File: src/common/gpio_defines.vh
// constants for the digital general-purpose pin block
`ifndef GPIO_DEFINES_VH
`define GPIO_DEFINES_VH

`define GPIO_PINS         24
`define GPIO_PIN_BITS     5
`define TX_CHANNELS       8
`define SRC_COUNT         32
`define SRC_BITS          5

// register word addresses (byte address bits [7:2])
`define REG_PIN_DIR       6'h00
`define REG_RISE_EN       6'h01
`define REG_FALL_EN       6'h02
`define REG_PIN_LEVEL     6'h03
`define REG_STREAM_STATUS 6'h04
`define REG_TX_MODE       6'h05
`define REG_TX_PIN_LO     6'h06
`define REG_TX_PIN_HI     6'h07
`define REG_ATTEN_CMD     6'h08
`define REG_ATTEN_STATE   6'h09
`define REG_ATTEN_PEND    6'h0A
`define REG_MAP_MASK      6'h0B
`define REG_MAP_VALUE     6'h0C
`define REG_OUT_SEL_BASE  6'h10

// tx_mode field codes, two bits per channel
`define MODE_DIRECT       2'h0
`define MODE_LATCH        2'h1
`define MODE_TWO_STATE    2'h2

// attenuation command fields
`define CMD_CH_LSB        16
`define CMD_SLOT_BIT      20
`define ATTEN_BITS        10

`define AXI_OKAY          2'h0
`define AXI_SLVERR        2'h2

`endif

File: src/verilog/pin_edge_sync.v
// two-stage pin synchroniser with rising and falling edge pulses
`timescale 1ns/1ps
module pin_edge_sync #(
    parameter WIDTH = 24
) (
    // clock and reset
    input  wire             aclk,
    input  wire             aresetn,
    input  wire             clk_en,
    // pins and results
    input  wire [WIDTH-1:0] pin_in,
    output reg  [WIDTH-1:0] level,
    output reg  [WIDTH-1:0] rise_pulse,
    output reg  [WIDTH-1:0] fall_pulse
);

reg [WIDTH-1:0] meta;
reg [WIDTH-1:0] sync;

// first stage feeds only the second; edges compare sync against last level
always @(posedge aclk) begin
    if (!aresetn) begin
        meta       <= {WIDTH{1'b0}};
        sync       <= {WIDTH{1'b0}};
        level      <= {WIDTH{1'b0}};
        rise_pulse <= {WIDTH{1'b0}};
        fall_pulse <= {WIDTH{1'b0}};
    end else if (clk_en) begin
        meta       <= pin_in;
        sync       <= meta;
        level      <= sync;
        rise_pulse <= sync & ~level;
        fall_pulse <= ~sync & level;
    end
end

endmodule

File: src/verilog/gpio_trigger_mux.v
// digital pin block: stream triggers, tx attenuation latch/two-state, control-out mux
// Functional notes
// - twenty-four pins, each input or output
// - separate streams on rising and falling edges
// - input functions assignable to pins 0..23
// - latch mode holds attenuation until pin rises
// - one latch pin releases many channels
// - two-state mode picks stored setting by level
// - many channels share one select pin
// - control-out mux routes any signal anywhere
// - mapping pins forwarded to embedded processor
`timescale 1ns/1ps
`include "gpio_defines.vh"
module gpio_trigger_mux #(
    parameter PINS = `GPIO_PINS,
    parameter CH   = `TX_CHANNELS,
    parameter NSRC = `SRC_COUNT
) (
    // clock, reset, enable
    input  wire                aclk,
    input  wire                aresetn,
    input  wire                clk_en,
    // axi4-lite write
    input  wire [7:0]          s_axi_awaddr,
    input  wire                s_axi_awvalid,
    output reg                 s_axi_awready,
    input  wire [31:0]         s_axi_wdata,
    input  wire [3:0]          s_axi_wstrb,
    input  wire                s_axi_wvalid,
    output reg                 s_axi_wready,
    output reg  [1:0]          s_axi_bresp,
    output reg                 s_axi_bvalid,
    input  wire                s_axi_bready,
    // axi4-lite read
    input  wire [7:0]          s_axi_araddr,
    input  wire                s_axi_arvalid,
    output reg                 s_axi_arready,
    output reg  [31:0]         s_axi_rdata,
    output reg  [1:0]          s_axi_rresp,
    output reg                 s_axi_rvalid,
    input  wire                s_axi_rready,
    // pins
    input  wire [PINS-1:0]     gpio_in,
    output reg  [PINS-1:0]     gpio_out,
    output reg  [PINS-1:0]     gpio_oe,
    // internal status sources for the control-out mux
    input  wire [NSRC-1:0]     status_src,
    // stream processor triggers
    output reg  [PINS-1:0]     stream_rise_trig,
    output reg  [PINS-1:0]     stream_fall_trig,
    // observation_receiver mapping to embedded processor
    output reg  [PINS-1:0]     map_value,
    output reg                 map_update,
    // applied tx attenuation, channel i in bits [i*10 +: 10]
    output reg  [CH*`ATTEN_BITS-1:0] tx_atten
);

localparam AB = `ATTEN_BITS;

// ----------------------------------------------------------------
// pin synchroniser
// ----------------------------------------------------------------
wire [PINS-1:0] level;
wire [PINS-1:0] rise;
wire [PINS-1:0] fall;

pin_edge_sync #(.WIDTH(PINS)) u_sync (
    .aclk       (aclk),
    .aresetn    (aresetn),
    .clk_en     (clk_en),
    .pin_in     (gpio_in),
    .level      (level),
    .rise_pulse (rise),
    .fall_pulse (fall)
);

// ----------------------------------------------------------------
// registers
// ----------------------------------------------------------------
reg [PINS-1:0]       pin_dir;
reg [PINS-1:0]       rise_en;
reg [PINS-1:0]       fall_en;
reg [PINS-1:0]       stream_status;
reg [2*CH-1:0]       tx_mode;
reg [`GPIO_PIN_BITS*CH-1:0] tx_pin;
reg [CH*AB-1:0]      atten_zero;
reg [CH*AB-1:0]      atten_one;
reg [CH-1:0]         pend;
reg [PINS-1:0]       map_mask;
reg [`SRC_BITS*PINS-1:0] out_sel;

// out-of-range pin numbers select nothing rather than alias
function pin_bit;
    input [PINS-1:0]           vec;
    input [`GPIO_PIN_BITS-1:0] idx;
    begin
        pin_bit = (idx < PINS) ? vec[idx] : 1'b0;
    end
endfunction

// holes between register blocks answer with an error on both channels
function word_mapped;
    input [5:0] word;
    word_mapped = (word <= `REG_MAP_VALUE) || (word >= `REG_OUT_SEL_BASE && word < `REG_OUT_SEL_BASE + PINS);
endfunction

// ----------------------------------------------------------------
// axi4-lite slave
// ----------------------------------------------------------------
reg [5:0]  aw_word;
reg        aw_held;
reg [31:0] w_data;
reg        w_held;
wire       do_write = aw_held && w_held && !s_axi_bvalid;
wire [2:0] cmd_ch   = w_data[`CMD_CH_LSB +: 3];
wire       cmd_slot = w_data[`CMD_SLOT_BIT];
reg [31:0] next_rdata;
reg        rd_hit;

always @(posedge aclk) begin
    if (!aresetn) begin
        s_axi_awready <= 1'b1;
        s_axi_wready  <= 1'b1;
        s_axi_bvalid  <= 1'b0;
        s_axi_bresp   <= `AXI_OKAY;
        aw_held       <= 1'b0;
        w_held        <= 1'b0;
        aw_word       <= 6'h00;
        w_data        <= 32'h00000000;
    end else if (clk_en) begin
        if (s_axi_awvalid && s_axi_awready) begin
            aw_word       <= s_axi_awaddr[7:2];
            aw_held       <= 1'b1;
            s_axi_awready <= 1'b0;
        end
        if (s_axi_wvalid && s_axi_wready) begin
            w_data       <= s_axi_wdata;
            w_held       <= 1'b1;
            s_axi_wready <= 1'b0;
        end
        if (do_write) begin
            aw_held      <= 1'b0;
            w_held       <= 1'b0;
            s_axi_bvalid <= 1'b1;
            s_axi_bresp  <= word_mapped(aw_word) ? `AXI_OKAY : `AXI_SLVERR;
        end
        if (s_axi_bvalid && s_axi_bready) begin
            s_axi_bvalid  <= 1'b0;
            s_axi_awready <= 1'b1;
            s_axi_wready  <= 1'b1;
        end
    end
end

always @* begin
    rd_hit     = word_mapped(s_axi_araddr[7:2]);
    next_rdata = 32'h00000000;
    case (s_axi_araddr[7:2])
        `REG_PIN_DIR:       next_rdata[PINS-1:0] = pin_dir;
        `REG_RISE_EN:       next_rdata[PINS-1:0] = rise_en;
        `REG_FALL_EN:       next_rdata[PINS-1:0] = fall_en;
        `REG_PIN_LEVEL:     next_rdata[PINS-1:0] = level;
        `REG_STREAM_STATUS: next_rdata[PINS-1:0] = stream_status;
        `REG_TX_MODE:       next_rdata[2*CH-1:0] = tx_mode;
        `REG_TX_PIN_LO:     next_rdata[19:0] = tx_pin[19:0];
        `REG_TX_PIN_HI:     next_rdata[19:0] = tx_pin[39:20];
        `REG_ATTEN_PEND:    next_rdata[CH-1:0] = pend;
        `REG_MAP_MASK:      next_rdata[PINS-1:0] = map_mask;
        `REG_MAP_VALUE:     next_rdata[PINS-1:0] = map_value;
        default: begin
            if (s_axi_araddr[7:2] >= `REG_OUT_SEL_BASE && s_axi_araddr[7:2] < `REG_OUT_SEL_BASE + PINS)
                next_rdata[`SRC_BITS-1:0] = out_sel[(s_axi_araddr[7:2] - `REG_OUT_SEL_BASE)*`SRC_BITS +: `SRC_BITS];
        end
    endcase
end

always @(posedge aclk) begin
    if (!aresetn) begin
        s_axi_arready <= 1'b1;
        s_axi_rvalid  <= 1'b0;
        s_axi_rdata   <= 32'h00000000;
        s_axi_rresp   <= `AXI_OKAY;
    end else if (clk_en) begin
        if (s_axi_arvalid && s_axi_arready) begin
            s_axi_rdata   <= next_rdata;
            s_axi_rresp   <= rd_hit ? `AXI_OKAY : `AXI_SLVERR;
            s_axi_rvalid  <= 1'b1;
            s_axi_arready <= 1'b0;
        end else if (s_axi_rvalid && s_axi_rready) begin
            s_axi_rvalid  <= 1'b0;
            s_axi_arready <= 1'b1;
        end
    end
end

// ----------------------------------------------------------------
// configuration and tx attenuation
// ----------------------------------------------------------------
// each process owns its own loop variable
integer i, rel_i, pin_i;
reg [CH-1:0] release_now;

always @* begin
    for (rel_i = 0; rel_i < CH; rel_i = rel_i + 1)
        release_now[rel_i] = (tx_mode[2*rel_i +: 2] == `MODE_LATCH)
                           && pin_bit(rise, tx_pin[rel_i*`GPIO_PIN_BITS +: `GPIO_PIN_BITS]);
end

always @(posedge aclk) begin
    if (!aresetn) begin
        pin_dir    <= {PINS{1'b0}};
        rise_en    <= {PINS{1'b0}};
        fall_en    <= {PINS{1'b0}};
        tx_mode    <= {2*CH{1'b0}};
        tx_pin     <= {`GPIO_PIN_BITS*CH{1'b0}};
        atten_zero <= {CH*AB{1'b0}};
        atten_one  <= {CH*AB{1'b0}};
        pend       <= {CH{1'b0}};
        map_mask   <= {PINS{1'b0}};
        out_sel    <= {`SRC_BITS*PINS{1'b0}};
        tx_atten   <= {CH*AB{1'b0}};
    end else if (clk_en) begin
        // pending flags clear on release; a new command in the same cycle wins
        pend <= pend & ~release_now;
        if (do_write) begin
            case (aw_word)
                `REG_PIN_DIR:    pin_dir  <= w_data[PINS-1:0];
                `REG_RISE_EN:    rise_en  <= w_data[PINS-1:0];
                `REG_FALL_EN:    fall_en  <= w_data[PINS-1:0];
                `REG_TX_MODE:    tx_mode  <= w_data[2*CH-1:0];
                `REG_TX_PIN_LO:  tx_pin[19:0]  <= w_data[19:0];
                `REG_TX_PIN_HI:  tx_pin[39:20] <= w_data[19:0];
                `REG_MAP_MASK:   map_mask <= w_data[PINS-1:0];
                `REG_ATTEN_CMD: begin
                    if (cmd_slot)
                        atten_one[cmd_ch*AB +: AB]  <= w_data[AB-1:0];
                    else
                        atten_zero[cmd_ch*AB +: AB] <= w_data[AB-1:0];
                    if (tx_mode[2*cmd_ch +: 2] == `MODE_LATCH && !cmd_slot)
                        pend[cmd_ch] <= 1'b1;
                end
                default: begin
                    if (aw_word >= `REG_OUT_SEL_BASE && aw_word < `REG_OUT_SEL_BASE + PINS)
                        out_sel[(aw_word - `REG_OUT_SEL_BASE)*`SRC_BITS +: `SRC_BITS] <= w_data[`SRC_BITS-1:0];
                end
            endcase
        end
        for (i = 0; i < CH; i = i + 1) begin
            case (tx_mode[2*i +: 2])
                `MODE_LATCH: begin
                    if (pend[i] && release_now[i])
                        tx_atten[i*AB +: AB] <= atten_zero[i*AB +: AB];
                end
                `MODE_TWO_STATE: begin
                    // all channels read the same shared level vector
                    if (pin_bit(level, tx_pin[i*`GPIO_PIN_BITS +: `GPIO_PIN_BITS]))
                        tx_atten[i*AB +: AB] <= atten_one[i*AB +: AB];
                    else
                        tx_atten[i*AB +: AB] <= atten_zero[i*AB +: AB];
                end
                default: tx_atten[i*AB +: AB] <= atten_zero[i*AB +: AB];
            endcase
        end
    end
end

// ----------------------------------------------------------------
// stream triggers, mapping and control-out mux
// ----------------------------------------------------------------
wire [PINS-1:0] in_pins = ~pin_dir;
wire [PINS-1:0] map_now = level & map_mask & in_pins;

always @(posedge aclk) begin
    if (!aresetn) begin
        stream_rise_trig <= {PINS{1'b0}};
        stream_fall_trig <= {PINS{1'b0}};
        stream_status    <= {PINS{1'b0}};
        map_value        <= {PINS{1'b0}};
        map_update       <= 1'b0;
        gpio_out         <= {PINS{1'b0}};
        gpio_oe          <= {PINS{1'b0}};
    end else if (clk_en) begin
        stream_rise_trig <= rise & rise_en & in_pins;
        stream_fall_trig <= fall & fall_en & in_pins;
        // sticky record of fired triggers; a read-back write of ones clears, new edges win
        stream_status    <= (stream_status
                            & ~((do_write && aw_word == `REG_STREAM_STATUS) ? w_data[PINS-1:0] : {PINS{1'b0}}))
                            | (((rise & rise_en) | (fall & fall_en)) & in_pins);
        map_value        <= map_now;
        map_update       <= (map_now != map_value);
        gpio_oe          <= pin_dir;
        for (pin_i = 0; pin_i < PINS; pin_i = pin_i + 1)
            gpio_out[pin_i] <= pin_dir[pin_i] & status_src[out_sel[pin_i*`SRC_BITS +: `SRC_BITS]];
    end
end

endmodule

File: config.mk
export PLATFORM = sky130hd
export DESIGN_NAME = gpio_trigger_mux
export DESIGN_NICKNAME = d
export VERILOG_FILES = /design/src/verilog/pin_edge_sync.v /design/src/verilog/gpio_trigger_mux.v
export VERILOG_INCLUDE_DIRS = /design/src /design/src/common
export SDC_FILE = /design/constraint.sdc
export NUM_CORES = 2
export LEC_CHECK = 0
export BUFFER_PORTS_ARGS = -buffer_cell sky130_fd_sc_hd__clkbuf_2
export CAP_MARGIN = 20
export CORE_ASPECT_RATIO = 1.4
export CORE_MARGIN = 5
export CORE_UTILIZATION = 43
export CTS_CLUSTER_SIZE = 16
export DETAILED_ROUTE_END_ITERATION = 6
export PLACE_DENSITY_LB_ADDON = 0.2
export SETUP_SLACK_MARGIN = 0.2
export SYNTH_ARGS = -nofsm -noshare
export SYNTH_HDL_FRONTEND = slang
export SYNTH_SLANG_ARGS = --single-unit
File: constraint.sdc
create_clock -name aclk -period 5.3 [get_ports aclk]
set_clock_uncertainty 0.15 [all_clocks]
set_input_delay 0 -clock aclk [delete_from_list [all_inputs] [get_ports aclk]]
set_output_delay 0 -clock aclk [all_outputs]
set_load 0.005 [all_outputs]
==> flow_metrics.env <==
export IMPL_clock_sinks=848
export IMPL_num_vias=49906
export IMPL_status="complete, but fails checks"
export IMPL_yosysSeqAreaShare_pct=32.9
export IMPL_critPathKind="register to register"
export IMPL_hold_violations=0
export IMPL_peakVddDrop_mv=0.216
export IMPL_drtAntennaViolNets=1
export IMPL_maxCapViolations=0
export IMPL_cp_required_ns=5.78
export IMPL_combPwrFrac_pct=16.1
export IMPL_seqPwrFrac_pct=42.0
export IMPL_tightest_slew_ns=1.19
export IMPL_crit_path_end_kind="register"
export IMPL_critical_path_max_stage_delay_ns=0.52
export IMPL_finalSetupViolations=0
export IMPL_remaining_drc_errors=0
export IMPL_placeableCoreArea_um2=119000
export IMPL_synth_edf_count=0
export IMPL_p_int_w=0.0108
export IMPL_drive_gt1_share_pct=22.1
export IMPL_async_flop_share_pct=0
export IMPL_worstPathArrival_ns=5.64
export IMPL_dp_final_hpwl_um=167000
export IMPL_min_period_ns=5.16
export IMPL_grt_max_degree=165
export IMPL_ys_ff_latch=848
export IMPL_grt_overflow_total=0
export IMPL_crit_slowest_cell="or4b_4"
export IMPL_power_density_nw_per_um2=259
export IMPL_synth_area_um2=51600
export IMPL_p_leak_nw=21.0
export IMPL_synth_cell_types=96
export IMPL_crit_top_cell="ha_4"
export IMPL_root_buffer="clkbuf_16"
export IMPL_synth_cells=5723
export IMPL_path_clk_slew_ns=0.07
export IMPL_vias_per_cell=6.56
export IMPL_clkLatencyLatePin_ns=0.72
export IMPL_drv_slew=0
export IMPL_rsz0062_at_grt="true"
export IMPL_synthToLayoutAreaGrowth_pct=16.4
export IMPL_failed_checks="antenna rules"
export IMPL_grt_pass1_wl_um=331000
export IMPL_r2r_slack_ns=0.14
export IMPL_port_buffers=331
export IMPL_finalInstanceArea_um2=60000
export IMPL_max_slew_margin_pct=20.0
export IMPL_drt_pass1_iterations=6
export IMPL_switching_share_pct=30.4
export IMPL_start_kind="register"
export IMPL_design_die_area_um2=127000
export IMPL_dp_cells=7260
export IMPL_avgSynthCellArea_um2=9.01
export IMPL_synth_ff_type="dfxtp_1"
export IMPL_dieHeight_um=420
export IMPL_period_share_pct=97.4
export IMPL_critPathMaxFanout=6
export IMPL_drtIter0Drc=5995
export IMPL_die_w_um=303
export IMPL_track_usage_pct=35.2
export IMPL_wl_per_cell_um=30.8
export IMPL_grt_pass1_vias=47077
export IMPL_layout_cells_non_filler=7607
export IMPL_cp_cell_sequence="ha_4 > ha_4 > inv_2 > fa_2 > nand2b_4 > a21o_4 > xnor2_2 > nand4_1 > buf_4 > or2_4 > ha_4 > or4b_4 > nor3_4 > o2111ai_2 > a2111oi_2 > buf_4 > a21boi_4 > buf_12 > clkbuf_16 > nand3_2 > a21oi_1"
export IMPL_power_frac_clock_pct=41.9
export IMPL_nets=6104
export IMPL_antenna_found_initial=7
export IMPL_io_pins=358
export IMPL_placed_area_um2=54600
export IMPL_place_gp_congestion=1.03
export IMPL_cts_buffers=87
export IMPL_hold_class="input pin to register"
export IMPL_yosysWarningCount=0
export IMPL_fmax_mhz=194
export IMPL_start_util_pct=43.2
export IMPL_cts_tree="built"
export IMPL_wirelength_um=234000
export IMPL_net_switching_power_w=0.00473
export IMPL_h_tree_depth=3
export IMPL_cts_buffer_depth=3
export IMPL_rows=150
## cells by family after synthesis
logic type,after synthesis,share of synthesized area (%)
adders and majority gates,52,1.32
AOI/OAI and AO/OA,1303,15.7
xor gates and xnor gates,47,0.852
and+or+nand+nor,1990,17.0
muxes,839,27.2
other,1,0.00727
DFF,848,32.9
buffers and inverters,643,4.95
## sequential cells by signal, summed over array words and instances, names as in the netlist, 40 cells and up
name and cells:
tx_atten 80, tx_pin 40, out_sel 120, atten_zero 80, atten_one 80
## cell type report
class	count	area, um^2
clock buffer	114	2450
sequential	848	17000
multi-input combinational	4241	32600
timing repair buffer	708	5250
clock inverter	43	519
tap	1596	2000
inverter	50	203
antenna	7	17.5
fill	11342	59300
## stage by stage
step / setup TNS, ns / power [W] / utilization (%) / worst slack, ns / hold slack [ns]
6_report: 0 / 0.0156 / 50.3 / 0.136 / 0.0250
5_1_grt: -1.79 / 0.0159 / 50.3 / -0.0876 / 0.0430
4_1_cts: 0 / 0.0155 / 49.8 / 0.206 / 0.00499
3_5_place_dp: -0.830 / 0.00896 / 45.8 / -0.0576 / 0.0910
3_3_place_gp: -0.347 / 0.00897 / 45.8 / -0.0335 / 0.0885
2_1_floorplan: 0 / 0.00798 / - / 0.214 / -0.0140
## layer usage
metal	vias to the layer above	global-route usage, %	wire [um]
met5	-	0	27
met4	4	21.5	18300
met3	747	6.84	22500
met2	3179	57.5	109000
met1	24510	42.9	84400
li1	21466	-	-
## synthesized netlist by cell type (8+ instances only)
cell | count | area share (%)
a21o_1 | 8 | 0.12
nand4b_1 | 9 | 0.15
nand3b_1 | 54 | 0.79
o21ai_0 | 202 | 2.0
buf_2 | 55 | 0.53
and3_1 | 8 | 0.097
nor4_1 | 8 | 0.097
and2_1 | 47 | 0.57
a32oi_1 | 57 | 0.97
a22o_1 | 36 | 0.61
a31oi_1 | 12 | 0.15
buf_1 | 55 | 0.40
o211ai_1 | 18 | 0.26
mux4_2 | 449 | 20
or2_2 | 39 | 0.47
nand4_1 | 35 | 0.42
xor2_1 | 27 | 0.46
nor2_1 | 623 | 4.5
a211oi_1 | 96 | 1.4
buf_4 | 12 | 0.17
nand3_1 | 234 | 2.3
nor3_1 | 52 | 0.50
dfxtp_1 | 848 | 33
a2111oi_0 | 11 | 0.19
o2bb2ai_1 | 27 | 0.46
nand2_1 | 791 | 5.8
a222oi_1 | 10 | 0.19
inv_1 | 47 | 0.34
mux2_2 | 20 | 0.44
a22oi_1 | 73 | 1.1
o31ai_1 | 13 | 0.19
mux2i_1 | 370 | 7.2
a221oi_1 | 19 | 0.32
o22ai_1 | 63 | 0.76
a21oi_1 | 574 | 5.6
or3_1 | 16 | 0.19
nor2b_1 | 21 | 0.25
nand2b_1 | 17 | 0.21
xnor2_1 | 18 | 0.31
ha_1 | 48 | 1.2
clkbuf_1 | 466 | 3.4
## cell usage in the layout (no fill, tap or decap), drive strengths merged, types with 27 or more instances in the layout
cell type,n
a211oi,96
a21oi,575
a22o,36
a22oi,73
a32oi,57
and2,48
buf,223
clkbuf,446
dfxtp,848
dlygate4sd3,153
ha,48
inv,54
mux2i,370
mux4,449
nand2,791
nand3,241
nand3b,54
nand4,35
nor2,623
nor3,54
o21ai,207
o22ai,63
o2bb2ai,27
or2,40
xor2,27
## power by group through the flow
stage | registers [W] | clock network, W | logic (W)
finish | 0.00654 | 0.00652 | 0.00250
global placement | 0.00668 | 0 | 0.00229
global route | 0.00654 | 0.00681 | 0.00259
CTS | 0.00654 | 0.00659 | 0.00240
detailed placement | 0.00668 | 0 | 0.00228
floorplan | 0.00662 | 0 | 0.00136
## critical path, delay by kind of cell (launching register included)
kind | cells | cell delay, ns
xor gates and xnor gates | 1 | 0.15
DFF | 1 | 0.37
and+or+nand+nor | 6 | 1.41
adders and majority gates | 4 | 1.01
buffers and inverters | 5 | 0.81
AOI/OAI and AO/OA | 5 | 1.14
## final timing paths
| kind | startpoint | end | cells past startpoint |
|---|---|---|---|
| setup / recovery | aw_word[3] | out_sel[32] | 21 |
| hold / removal | s_axi_awaddr[7] | aw_word[5] | 4 |
| setup reg to reg | aw_word[3] | out_sel[32] | 21 |
| hold reg to reg | atten_one[25] | atten_one[25] | 2 |
## what timing repair did
action	4_1_cts	5_1_grt
gates cloned	2	9
buffers inserted	9	8
hold endpoints to repair	128	0
hold buffers	153	0
pin swaps	28	56
resized for setup	37	84
endpoints found under the setup margin	113	112
(Power assumes the default switching activity.)
